--- src/core/sssr_pkg.sv ---
package sssr_pkg;
   // Summary byte bit positions.
   localparam int SB_ERRQ = 2;
   localparam int SB_MSG = 4;
   localparam int SB_ESB = 5;
   localparam int SB_MSS = 6;
   localparam int SB_OPER = 7;
   // Standard event flag bit positions.
   localparam int EV_OPC = 0;
   localparam int EV_RQC = 1;
   localparam int EV_QYE = 2;
   localparam int EV_DDE = 3;
   localparam int EV_EXE = 4;
   localparam int EV_CME = 5;
   localparam int EV_URQ = 6;
   localparam int EV_PON = 7;
   // Reset values of the masks and the event flags.
   localparam logic [7:0] MASK_RST = 8'h00;
   localparam logic [7:0] EVENT_RST = 8'h80;
   // Mask of the used summary bits; unused bits 0, 1 and 3 are zero.
   localparam logic [7:0] SB_USED = 8'hF4;
   // Query and command codes from the command parser.
   typedef enum logic [3:0] {
      SSSR_NOP, SSSR_RD_STB, SSSR_WR_SRE, SSSR_RD_SRE, SSSR_WR_PRE,
      SSSR_RD_PRE, SSSR_RD_ESR, SSSR_WR_ESE, SSSR_RD_ESE, SSSR_RD_IST
   } sssr_cmd_t;
   // A command from the parser with its data byte.
   typedef struct packed {
      logic valid;
      sssr_cmd_t code;
      logic [7:0] data;
   } sssr_req_t;
   // Operation complete and error events reported by the instrument.
   typedef struct packed {
      logic opc_done;
      logic query_err;
      logic device_err;
      logic exec_err;
      logic cmd_err;
   } sssr_evt_t;
   // Parallel poll configuration from the controller.
   typedef struct packed {
      logic [2:0] line;
      logic invert;
   } sssr_ppc_t;
endpackage

--- src/core/sssr_top.sv ---
`timescale 1ns/1ps
// Function
// [RL1] Summary byte returned for query and poll
// [RL2] Request mask bit 6 ignored
// [RL3] Service request on masked rising summary bit
// [RL4] Request mask written and read back
// [RL5] Bit 2 set on error queue entry
// [RL6] Bit 4 while response message waits
// [RL7] Bit 5 from enabled event flags
// [RL8] Bit 6 is the master summary
// [RL9] Bit 7 from operation register summary
// [RL10] Status flag is OR of masked bits
// [RL11] Status flag for poll and query
// [RL12] Parallel poll mask written and read
// [RL13] Event flags returned on query
// [RL14] Event mask written and read back
// [RL15] Bit 0 set on completed operation
// [RL16] Event bits 1 and 6 never set
// [RL17] Bit 2 on query error
// [RL18] Bit 3 on device fault
// [RL19] Bit 4 on execution error
// [RL20] Bit 5 on command error
// [RL21] Bit 7 set at power on
// [RL22] Event flags cleared by reading them
// [RL23] Poll result on allocated line, maybe inverted
// [RL24] Summary bits 0, 1, 3 read zero
// [RL25] Message bit clears after last byte read
module sssr_top
   import sssr_pkg::*;
(
   input wire logic ref_clk, // Instrument clock, 100 MHz.
   input wire logic reset_n, // Power-on reset, active low.
   input wire sssr_pkg::sssr_req_t req, // Command from the parser.
   input wire sssr_pkg::sssr_evt_t evt, // Event pulses.
   input wire logic errq_not_empty, // Error queue holds an entry.
   input wire logic outbuf_avail, // Output buffer holds unread bytes.
   input wire logic oper_summary, // Operation register sum bit.
   input wire logic serial_poll, // Serial poll in progress.
   input wire logic par_poll, // Parallel poll in progress.
   input wire sssr_pkg::sssr_ppc_t ppc, // Parallel poll configuration.
   output logic [7:0] rsp_data, // Query or poll reply.
   output logic rsp_valid, // Reply strobe, one cycle.
   output logic srq_o, // Service request line level.
   output logic [7:0] pp_data_o, // Parallel poll data lines.
   output logic [7:0] pp_data_oe // Parallel poll drive enables.
);
   import sssr_pkg::*;

   // Stored state: three masks, the event flags and the edge memory for requests.
   logic [7:0] sre_r; // Service request mask.
   logic [7:0] pre_r; // Parallel poll mask.
   logic [7:0] esr_r; // Standard event flags.
   logic [7:0] ese_r; // Standard event mask.
   logic [7:0] stb_prev_r; // Summary bits seen last cycle.
   logic [7:0] stb_base; // Summary bits other than bit 6.
   logic [7:0] stb; // Full summary byte.
   logic individual_status_flag; // Individual status flag.
   logic [7:0] ev_set; // Event bits raised this cycle.

   // Summary bits; unused positions stay zero. Error queue and message bits follow
   // their sources, so the message bit drops as the last byte is collected.
   // Kept combinational so that queries, polls and the request logic see one byte.
   always_comb
   begin
      stb_base = 8'h00;
      stb_base[SB_ERRQ] = errq_not_empty; // RL5
      stb_base[SB_MSG] = outbuf_avail; // RL6 RL25
      stb_base[SB_ESB] = |(esr_r & ese_r); // RL7
      stb_base[SB_OPER] = oper_summary; // RL9
      stb_base = stb_base & SB_USED; // RL24
      stb = stb_base;
      // Mask bit 6 is ignored, so the summary can never feed itself.
      stb[SB_MSS] = |(stb_base & sre_r & ~8'h40); // RL8 RL2
      individual_status_flag = |(stb & pre_r); // RL10
   end

   // Event pulses mapped onto flag positions; bits 1 and 6 stay low.
   // Sources must pulse for one cycle; a level left high sets its flag again after a read.
   always_comb
   begin
      ev_set = 8'h00;
      ev_set[EV_OPC] = evt.opc_done; // RL15
      ev_set[EV_QYE] = evt.query_err; // RL17
      ev_set[EV_DDE] = evt.device_err; // RL18
      ev_set[EV_EXE] = evt.exec_err; // RL19
      ev_set[EV_CME] = evt.cmd_err; // RL20
      ev_set[EV_RQC] = 1'b0; // RL16
      ev_set[EV_URQ] = 1'b0; // RL16
   end

   // Mask registers loaded from their commands.
   // The masks keep their value through replies; only their own write changes them.
   // Bit 6 of the request mask is stored and read back although the logic ignores it.
   always_ff @(posedge ref_clk or negedge reset_n)
   begin
      if (!reset_n)
      begin
         sre_r <= MASK_RST;
         pre_r <= MASK_RST;
         ese_r <= MASK_RST;
      end
      else if (req.valid)
      begin
         if (req.code == SSSR_WR_SRE)
            sre_r <= req.data; // RL4
         if (req.code == SSSR_WR_PRE)
            pre_r <= req.data; // RL12
         if (req.code == SSSR_WR_ESE)
            ese_r <= req.data; // RL14
      end
   end

   // Event flags: power-on bit at reset, read clears, a new event wins the clear.
   always_ff @(posedge ref_clk or negedge reset_n)
   begin
      if (!reset_n)
         esr_r <= EVENT_RST; // RL21
      // A read lost to a serial poll keeps the flags, so no event is dropped unseen.
      else if (req.valid && req.code == SSSR_RD_ESR && !serial_poll)
         esr_r <= ev_set; // RL22
      else
         esr_r <= esr_r | ev_set;
   end

   // Replies to queries and serial polls, one strobe each.
   // A serial poll wins over a query in the same cycle and the query is lost,
   // so the controller must not overlap the two.
   always_ff @(posedge ref_clk or negedge reset_n)
   begin
      if (!reset_n)
      begin
         rsp_data <= 8'h00;
         rsp_valid <= 1'b0;
      end
      else if (serial_poll)
      begin
         rsp_data <= stb; // RL1
         rsp_valid <= 1'b1;
      end
      else if (req.valid && req.code != SSSR_NOP && req.code != SSSR_WR_SRE &&
               req.code != SSSR_WR_PRE && req.code != SSSR_WR_ESE)
      begin
         rsp_valid <= 1'b1;
         case (req.code)
            SSSR_RD_STB: rsp_data <= stb; // RL1
            SSSR_RD_SRE: rsp_data <= sre_r; // RL4
            SSSR_RD_PRE: rsp_data <= pre_r; // RL12
            SSSR_RD_ESR: rsp_data <= esr_r; // RL13
            SSSR_RD_ESE: rsp_data <= ese_r; // RL14
            SSSR_RD_IST: rsp_data <= {7'h00, individual_status_flag}; // RL11
            // Undefined codes answer zero rather than leave the controller waiting.
            default: rsp_data <= 8'h00;
         endcase
      end
      else
         rsp_valid <= 1'b0;
   end

   // Service request follows a masked rising summary bit and holds while
   // any enabled bit stays set; the rising edge is what makes it assert.
   // The edge memory resets to zero; with every mask cleared at reset no false
   // request can follow the release.
   always_ff @(posedge ref_clk or negedge reset_n)
   begin
      if (!reset_n)
      begin
         stb_prev_r <= 8'h00;
         srq_o <= 1'b0;
      end
      else
      begin
         stb_prev_r <= stb_base;
         if (|(stb_base & ~stb_prev_r & sre_r & ~8'h40))
            srq_o <= 1'b1; // RL3
         else if (!stb[SB_MSS])
            srq_o <= 1'b0;
      end
   end

   // Parallel poll drives only the allocated line, inverted on request.
   // Every other line is released each cycle, so a change of allocation
   // never leaves two lines driven.
   always_ff @(posedge ref_clk or negedge reset_n)
   begin
      if (!reset_n)
      begin
         pp_data_o <= 8'h00;
         pp_data_oe <= 8'h00;
      end
      else
      begin
         pp_data_o <= 8'h00;
         pp_data_oe <= 8'h00;
         if (par_poll)
         begin
            pp_data_o[ppc.line] <= individual_status_flag ^ ppc.invert; // RL23 RL11
            pp_data_oe[ppc.line] <= 1'b1;
         end
      end
   end

   // Checks next to the logic. Each property names its own clock and reset, so
   // the block needs no default clocking in whatever bench it is placed.
   // Replies are checked one edge after the taking edge, where they stand.
   // A masked rising summary bit must raise the request on the next edge.
   a_srq_on_rise: assert property (@(posedge ref_clk) disable iff (!reset_n) // RL3
      (|(stb_base & ~stb_prev_r & sre_r & 8'hBF)) |=> srq_o)
      else $error("Service request missing after masked rise.");

   // With no enabled summary bit left the request must fall on the next edge.
   a_srq_release: assert property (@(posedge ref_clk) disable iff (!reset_n) // RL3
      !stb[SB_MSS] |=> !srq_o)
      else $error("Service request held without an enabled bit.");

   // A read leaves only the events of that same cycle, since a set beats the clear.
   a_esr_read_clear: assert property (@(posedge ref_clk) disable iff (!reset_n) // RL22
      (req.valid && req.code == SSSR_RD_ESR && !serial_poll) |=> esr_r == $past(ev_set))
      else $error("Event flags not cleared by read.");

   // Vacant summary positions must read zero in a serial poll reply.
   a_unused_zero: assert property (@(posedge ref_clk) disable iff (!reset_n) // RL24
      (rsp_valid && $past(serial_poll)) |-> (rsp_data & 8'h0B) == 8'h00)
      else $error("Unused summary bits not zero.");

   // Request control and user request are not implemented, so their flags stay low.
   a_ev_never_set: assert property (@(posedge ref_clk) disable iff (!reset_n) // RL16
      esr_r[EV_RQC] == 1'b0 && esr_r[EV_URQ] == 1'b0)
      else $error("Unused event bits set.");

   // Each mask takes the data byte of its write command on the next edge.
   a_sre_load: assert property (@(posedge ref_clk) disable iff (!reset_n) // RL4
      (req.valid && req.code == SSSR_WR_SRE) |=> sre_r == $past(req.data))
      else $error("Request mask not loaded.");
   a_pre_load: assert property (@(posedge ref_clk) disable iff (!reset_n) // RL12
      (req.valid && req.code == SSSR_WR_PRE) |=> pre_r == $past(req.data))
      else $error("Parallel poll mask not loaded.");
   a_ese_load: assert property (@(posedge ref_clk) disable iff (!reset_n) // RL14
      (req.valid && req.code == SSSR_WR_ESE) |=> ese_r == $past(req.data))
      else $error("Event mask not loaded.");

   // An operation complete pulse must leave its flag set, even across a read.
   a_opc_flag: assert property (@(posedge ref_clk) disable iff (!reset_n) // RL15
      evt.opc_done |=> esr_r[0])
      else $error("Operation complete flag missing.");
   // Every error pulse must land on its own flag position.
   a_err_flags: assert property (@(posedge ref_clk) disable iff (!reset_n) // RL17 RL18 RL19 RL20
      (evt.query_err || evt.device_err || evt.exec_err || evt.cmd_err) |=>
      ((!$past(evt.query_err) || esr_r[EV_QYE]) && (!$past(evt.device_err) || esr_r[EV_DDE]) &&
      (!$past(evt.exec_err) || esr_r[EV_EXE]) && (!$past(evt.cmd_err) || esr_r[EV_CME])))
      else $error("Event pulse did not set its flag.");

   // The master bit must appear in a poll whenever an enabled bit is set.
   a_mss_form: assert property (@(posedge ref_clk) disable iff (!reset_n) // RL8
      (serial_poll && (stb_base & sre_r & 8'hBF) != 8'h00) |=> rsp_data[6])
      else $error("Master summary bit missing in poll.");
   // A mask holding only bit 6 must never produce a master summary.
   a_mask6_ignored: assert property (@(posedge ref_clk) disable iff (!reset_n) // RL2
      (sre_r == 8'h40) |-> !stb[SB_MSS])
      else $error("Request mask bit 6 was not ignored.");

   // A summary query or a serial poll returns the byte that stood at the taking edge.
   a_stb_query: assert property (@(posedge ref_clk) disable iff (!reset_n) // RL1
      (req.valid && req.code == SSSR_RD_STB && !serial_poll) |=>
      rsp_valid && rsp_data == $past(stb))
      else $error("Summary query reply wrong.");
   a_poll_reply: assert property (@(posedge ref_clk) disable iff (!reset_n) // RL1
      serial_poll |=> rsp_valid && rsp_data == $past(stb))
      else $error("Serial poll reply wrong.");
   // The summary sources land on their own positions of the reply.
   a_stb_sources: assert property (@(posedge ref_clk) disable iff (!reset_n) // RL5 RL6 RL9 RL25
      (req.valid && req.code == SSSR_RD_STB && !serial_poll) |=>
      (rsp_data[SB_ERRQ] == $past(errq_not_empty) && rsp_data[SB_MSG] == $past(outbuf_avail) &&
      rsp_data[SB_OPER] == $past(oper_summary)))
      else $error("Summary source bit misplaced.");
   a_esb_form: assert property (@(posedge ref_clk) disable iff (!reset_n) // RL7
      (req.valid && req.code == SSSR_RD_STB && !serial_poll) |=>
      rsp_data[SB_ESB] == $past(|(esr_r & ese_r)))
      else $error("Event summary bit wrong.");
   a_stb_vacant: assert property (@(posedge ref_clk) disable iff (!reset_n) // RL24
      (req.valid && req.code == SSSR_RD_STB && !serial_poll) |=> (rsp_data & 8'h0B) == 8'h00)
      else $error("Vacant summary bits not zero in query.");

   // Event flag and status flag queries reply with the values at the taking edge.
   a_esr_query: assert property (@(posedge ref_clk) disable iff (!reset_n) // RL13
      (req.valid && req.code == SSSR_RD_ESR && !serial_poll) |=> rsp_data == $past(esr_r))
      else $error("Event flag reply wrong.");
   a_ist_query: assert property (@(posedge ref_clk) disable iff (!reset_n) // RL10 RL11
      (req.valid && req.code == SSSR_RD_IST && !serial_poll) |=>
      rsp_data == {7'h00, $past(|(stb & pre_r))})
      else $error("Status flag reply wrong.");

   // Writes and idle cycles must not produce a reply strobe.
   a_write_silent: assert property (@(posedge ref_clk) disable iff (!reset_n) // RL4 RL12 RL14
      (!serial_poll && (!req.valid || req.code == SSSR_NOP || req.code == SSSR_WR_SRE ||
      req.code == SSSR_WR_PRE || req.code == SSSR_WR_ESE)) |=> !rsp_valid)
      else $error("Reply strobe without a query.");

   // Only the allocated line is enabled during a poll, and it carries the flag.
   a_pp_drive: assert property (@(posedge ref_clk) disable iff (!reset_n) // RL23
      par_poll |=> pp_data_oe == (8'h01 << $past(ppc.line)))
      else $error("Parallel poll line not driven.");
   a_pp_value: assert property (@(posedge ref_clk) disable iff (!reset_n) // RL11 RL23
      par_poll |=> pp_data_o == ($past(individual_status_flag ^ ppc.invert) ? (8'h01 << $past(ppc.line)) : 8'h00))
      else $error("Parallel poll value wrong.");
   // Outside a poll no line may be driven.
   a_pp_idle: assert property (@(posedge ref_clk) disable iff (!reset_n) // RL23
      !par_poll |=> pp_data_oe == 8'h00)
      else $error("Parallel poll line driven while idle.");
endmodule

--- config.mk ---
export PLATFORM = sky130hd
export DESIGN_NAME = sssr_top
export DESIGN_NICKNAME = d
export VERILOG_FILES = /design/src/core/sssr_pkg.sv /design/src/core/sssr_top.sv
export SDC_FILE = /design/constraint.sdc
export NUM_CORES = 1
export LEC_CHECK = 0
export BUFFER_PORTS_ARGS = -buffer_cell sky130_fd_sc_hd__buf_2
export CAP_MARGIN = 15
export CORE_ASPECT_RATIO = 1.2
export CORE_MARGIN = 2
export CORE_UTILIZATION = 35
export DETAILED_ROUTE_END_ITERATION = 7
export MAX_ROUTING_LAYER = met4
export PLACE_DENSITY = 0.6
export SYNTH_ARGS = -nofsm -noshare
export SYNTH_HDL_FRONTEND = slang
export SYNTH_SLANG_ARGS = --single-unit
--- constraint.sdc ---
create_clock -name ref_clk -period 1.81 [get_ports ref_clk]
set_input_delay 0.181 -clock ref_clk [delete_from_list [all_inputs] [get_ports ref_clk]]
set_output_delay 0.181 -clock ref_clk [all_outputs]
set_load 0.05 [all_outputs]
=== Word-level counts from Yosys, hierarchy flattened ===
Index checks and enable logic that the tools add are counted.

* Register bits: 62
* Output and inout bits: 26
* Bits of input ports: 29
* Word-level logic and storage cells: 63

* Bitwise operators: 9
* Mux-type cells: 12
* Magnitude comparators: 2
* Reductions and logical operators: 17
* Equal/unequal tests: 13

{| class="wikitable"
|+ Operators by type and width
! kind !! count
|-
| $and A8 B8 Y8 || 6
|-
| $pmux W8 S6 || 1
|-
| $mux W8 || 5
|-
| $eq A4 B3 Y1 const B || 4
|-
| $reduce_or A8 Y1 || 2
|-
| $reduce_or A7 Y1 || 2
|-
| $eq A4 B2 Y1 const B || 2
|-
| $eq A4 B4 Y1 const B || 2
|-
| $ne A4 B3 Y1 const B || 2
|-
| $not A8 Y8 || 1
|-
| $or A8 B6 Y8 || 1
|-
| $logic_and A1 B1 Y1 || 7
|-
| $reduce_and A2 Y1 || 3
|-
| $mux W1 || 5
|-
| $eq A4 B1 Y1 const B || 1
|-
| $lt A3 B4 Y1 const B || 1
|-
| $ne A4 B2 Y1 const B || 1
|-
| $reduce_bool A4 Y1 || 1
|-
| $demux W1 S3 || 1
|-
| $ge A3 B1 Y1 const B || 1
|-
| $ne A2 B1 Y1 const B || 1
|-
| $reduce_bool A2 Y1 || 1
|-
| $logic_not A1 Y1 || 1
|-
| $xor A1 B1 Y1 || 1
|}

=== Logic depth before layout (Yosys ltp) ===
* Depth after elaboration: 9
* Gate-level depth with buffers: 6
* Gate-level depth less buffers: 4

=== Worst setup path after synthesis ===
No wires, ideal clock.

* Path type: flip-flop to flip-flop
* Start: register sre_r[2]
* End: register pp_data_o[0]
* Setup time: 0.120 ns
* Buffers on the path: 0
* Slack: 0.267 ns
* Arrival: 1.423 ns
* Period minus slack after synthesis: 1.543 ns
* Stages on the path, launching flop included: 5
* Data required time: 1.690 ns
* Cell sequence: dfrtp_1 > a222oi_1 > o21ai_1 > or3_4 > and3_1

* Word-level cells in the longest chain between the ends: 7

{| class="wikitable"
|+ Ends and longest elaborated chain
! what !! RTL line !! source
|-
| from (decl) || sssr_top.sv:50 || <nowiki>logic [7:0] sre_r;</nowiki>
|-
| from (signal assigned) || sssr_top.sv:105 || <nowiki>sre_r <= req.data;</nowiki>
|-
| $and A8 B8 Y8 || sssr_top.sv:73 || <nowiki>stb[SB_MSS] = |(stb_base & sre_r & ~8'h40);</nowiki>
|-
| $reduce_or A7 Y1 || sssr_top.sv:73 ||
|-
| $and A8 B8 Y8 || sssr_top.sv:74 || <nowiki>individual_status_flag = |(stb & pre_r);</nowiki>
|-
| $reduce_or A8 Y1 || sssr_top.sv:74 ||
|-
| $xor A1 B1 Y1 || sssr_top.sv:196 || <nowiki>pp_data_o[ppc.line] <= individual_status_flag ^ ppc.invert;</nowiki>
|-
| $and A8 B8 Y8 (no source line) || -- ||
|-
| $mux W8 || sssr_top.sv:194 || <nowiki>if (par_poll)</nowiki>
|-
| to (signal, indexed assignment) || sssr_top.sv:196 ||
|-
| to (decl) || sssr_top.sv:44 || <nowiki>output logic [7:0] pp_data_o,</nowiki>
|}

Every way passes these cells.
A chain may end at the register's enable or synchronous reset.

=== Worst setup path after layout ===
* Start: register sre_r[2]
* End: register pp_data_o[5]

The elaborated chain is that of the path after synthesis.

==> run summary <==
Dividing the detail-routed wire length by the instance count gives 17.09 µm. 0 antenna diodes ended up in the layout. The number of buffers between clock root and the deepest sink came out at 2.

Across the run, the number of max-cap violations was 0. Entering global routing, the biggest net connects 25 pins. With fillers left out, the area of the finished cells amounts to 3374 µm².

In the routed design, unresolved DRC markers number 0. For the sum of overflow across all layers after global routing, the log shows 0. The clock slew seen by the registers of the worst setup and hold paths works out to 70 ps.

Between clock sinks in the finished design, the worst skew comes to 8.791 ps. The post-detailed-route via-to-cell ratio is 5.356, and the maximum net fanout on the critical path is 8. Synthesis inferred 60 register bits. The logs give 35 for the number of placement rows and 0 ps for the sum of negative setup slack. The post-route netlist has 38.51% of its cells at a drive strength greater than 1. In this run the vertical extent of the chip is 100.1 µm. The global router's overall resource usage was 17.52%. The design draws 3534 µW. For the worst setup path, the data arrival time is 1970 ps. The number of clock buffers inserted by TritonCTS is 9. For the pin with the worst max-slew slack, the measured transition is 523.9 ps. The run gives 55.83% as the part of the Yosys area used for sequential elements.

In the final layout, the multi-input gates occupy 1140 µm². The count of flip-flops with a built-in enable after synthesis was 0; the power density of the placed cells was 1047 nW/µm². The worst path uses 96.25% of the clock period. The quantity of I/O buffers inserted on ports came out at 54. For this run, the detailed router's first-pass iteration total came to 4. The number of top-level design ports is 55. The setup path with the least slack is of type register to register. TritonCTS built the clock tree. The category of the worst setup path launch point was a register. After layout, the minimum clock period comes to 1742 ps. Setup repair after global routing could not meet its margin everywhere. For the final setup violation count, the log shows 0.

The total vias in the final route is 2,078. The detailed router finished its first iteration with 136 violations. The routability-driven placement congestion ratio is 0.8466. The core region is 7576 µm².

The synthesized area per cell is 12.07 µm². The cell with the most instances after synthesis is sky130_fd_sc_hd__dfrtp_1. At the worst endpoint, the required time is 2040 ps. The logs give 2,151 for the number of global-route vias before repair and 0.001548 µW for the static leakage. At the end of the flow, the number of nets in the layout was 322. The run gives 51 as the number of distinct library cells after synthesis. The synthesized design devotes to its leading area cell type 54.86% of total area.

The first global-routing pass estimated 11,020 µm of wire. The area of the mapped netlist was 2691 µm². The normalized max-slew margin was 65.00%.

The tree is rooted in a sky130_fd_sc_hd__clkbuf_8. Clock tree synthesis found a total of 60 sinks. The worst setup path is captured at a register.

In the post-synthesis netlist, the biggest area contributors are sky130_fd_sc_hd__dfrtp_1 55%, sky130_fd_sc_hd__mux2_2 10%, sky130_fd_sc_hd__nand3b_1 2.5%, sky130_fd_sc_hd__a22oi_1 2.0%, sky130_fd_sc_hd__and3_1 1.9%. The logs give 704 for the number of fillers in the final layout and 574.0 MHz for the highest clock frequency the design can meet. Hold violation total from the final report: 0. The tools report the total wire length after detailed routing as 6629 µm. The worst min-delay path class was primary input to register.

The area after detailed placement came out at 3146 µm². Width of the die: 84.05 µm. By count the netlist is led by 59 x sky130_fd_sc_hd__dfrtp_1, 24 x sky130_fd_sc_hd__mux2_2, 9 x sky130_fd_sc_hd__nand2_1, 9 x sky130_fd_sc_hd__nand3b_1. The overall die area is 8410 µm², and the synthesis-to-layout area growth is 25.38%. The run gives 3 as the maximum level of the CTS H-tree.

In the synthesized netlist the async set-or-reset flop fraction comes to 100.0%. Cell accounting for the most synthesized area: sky130_fd_sc_hd__dfrtp_1. For the initial cell density of the core, the log shows 35.52%.

The number of warnings printed during yosys synthesis is 0. The later pin in the worst-skew pair is clocked with a latency of 340 ps. The number of antenna violations at the first check in global routing was 0. The run gives 515.7 µV as the largest voltage drop on the vdd net. The count of final max-slew check failures is 0, and the number of nets in the synthesized netlist is 252.

The flip-flop cell with the highest count after synthesis is sky130_fd_sc_hd__dfrtp_1. Summing all flip-flop and latch instances after layout gives 1503 µm². After legalization and detailed placement, the total HPWL measured 5046 µm. Synthesis produced a netlist whose cell count is 223. Once detail routing completed, the nets flagged for antenna violations numbered 0.

The run finished with clean final reports.
==> state kept, by name (all words and copies together), names as in the netlist <==
name        cells
ese_r           8
pp_data_o       8
pp_data_oe      8
pre_r           8
rsp_data        8
sre_r           8
esr_r           6
stb_prev_r      4
rsp_valid       1
srq_o           1
==> power by group <==
group / internal [µW] / switching [µW]
logic: 292 / 423
clock network: 657 / 515
registers: 1510 / 133
==> per-stage QoR <==
stage	hold WS, ps	utilization (%)	cells	setup slack [ps]
global route	2.753	44.54	388	-37.60
detailed placement	165.6	41.52	371	69.99
CTS	2.047	44.28	387	66.33
global placement	163.6	41.52	371	112.5
floorplan	-114.6	-	223	266.9
finish	14.10	44.54	388	67.82
==> layout by cell type, fill, tap and decap left out, types with 2 or more instances in the layout <==
master,n
sky130_fd_sc_hd__nor2_1,4
sky130_fd_sc_hd__a21o_1,6
sky130_fd_sc_hd__nand4b_1,2
sky130_fd_sc_hd__o21ai_2,2
sky130_fd_sc_hd__clkbuf_8,10
sky130_fd_sc_hd__a22o_1,4
sky130_fd_sc_hd__dfrtp_1,59
sky130_fd_sc_hd__a221oi_1,3
sky130_fd_sc_hd__o21ai_0,7
sky130_fd_sc_hd__a31oi_1,6
sky130_fd_sc_hd__buf_4,11
sky130_fd_sc_hd__buf_2,54
sky130_fd_sc_hd__nor2b_1,5
sky130_fd_sc_hd__buf_12,2
sky130_fd_sc_hd__nor4bb_1,2
sky130_fd_sc_hd__a22oi_1,7
sky130_fd_sc_hd__nand2_1,9
sky130_fd_sc_hd__and3_1,7
sky130_fd_sc_hd__a222oi_1,2
sky130_fd_sc_hd__nor3b_1,5
sky130_fd_sc_hd__nand2b_1,4
sky130_fd_sc_hd__nand3_1,4
sky130_fd_sc_hd__nand3b_1,9
sky130_fd_sc_hd__dlygate4sd3_1,2
sky130_fd_sc_hd__nor3_1,2
sky130_fd_sc_hd__a21oi_1,8
sky130_fd_sc_hd__o22ai_1,2
sky130_fd_sc_hd__inv_1,4
sky130_fd_sc_hd__o221ai_1,2
sky130_fd_sc_hd__a32oi_1,2
sky130_fd_sc_hd__mux2_2,24
==> cells by family after synthesis <==
family                 count (synthesis)  synth area share (%)
buffers and inverters                 14                 2.278
AO/OA/AOI/OAI                         60                 15.99
multiplexers                          24                 10.04
AND/OR/NAND/NOR                       65                 15.85
flip-flops                            60                 55.83
==> repair_timing <==
action	in CTS	in global routing
endpoints found under the setup margin	0	8
resized for setup	0	3
hold buffers	2	0
buffers inserted	0	1
endpoints found under the hold margin	19	0
==> routing by layer <==
layer / GRT usage [%] / vias up / routed length (µm)
met1: 20.26 / 1012 / 2822
met4: 8.189 / 0 / 103
met5: - / - / 0
met3: 4.194 / 9 / 315
li1: - / 989 / -
met2: 28.88 / 68 / 3387
==> worst max-delay path: stages (launching register included) <==
cell                       delay, ps
sky130_fd_sc_hd__dfrtp_1         410
sky130_fd_sc_hd__a222oi_1        490
sky130_fd_sc_hd__o21ai_2         140
sky130_fd_sc_hd__or3_4           390
sky130_fd_sc_hd__and3_1          200
==> final cells by class <==
class	count	share of cell area [%]
Timing Repair Buffer	69	12.24
Inverter	4	0.4449
Clock buffer	10	4.079
Sequential cell	60	44.53
Clock inverter	4	1.520
Multi-Input combinational cell	149	33.78
Tap cell	92	3.411
==> final timing paths <==
path | from | endpoint | slack (ps) | depth (start not counted)
max in group asynchronous | reset_n | sre_r[1]$_DFFE_PN0P_ | 890 | 3
setup / recovery | sre_r[2]$_DFFE_PN0P_ | pp_data_o[5]$_DFF_PN0_ | 70 | 4
hold reg to reg | esr_r[7]$_DFFE_PN1P_ | esr_r[7]$_DFFE_PN1P_ | 500 | 1
hold / removal | evt[0] | esr_r[5]$_DFF_PN0_ | 10 | 2
min in group asynchronous | reset_n | pp_data_o[0]$_DFF_PN0_ | 320 | 2
setup reg to reg | sre_r[2]$_DFFE_PN0P_ | pp_data_o[5]$_DFF_PN0_ | 70 | 4
Note: power is estimated with default switching activity, not from simulation.
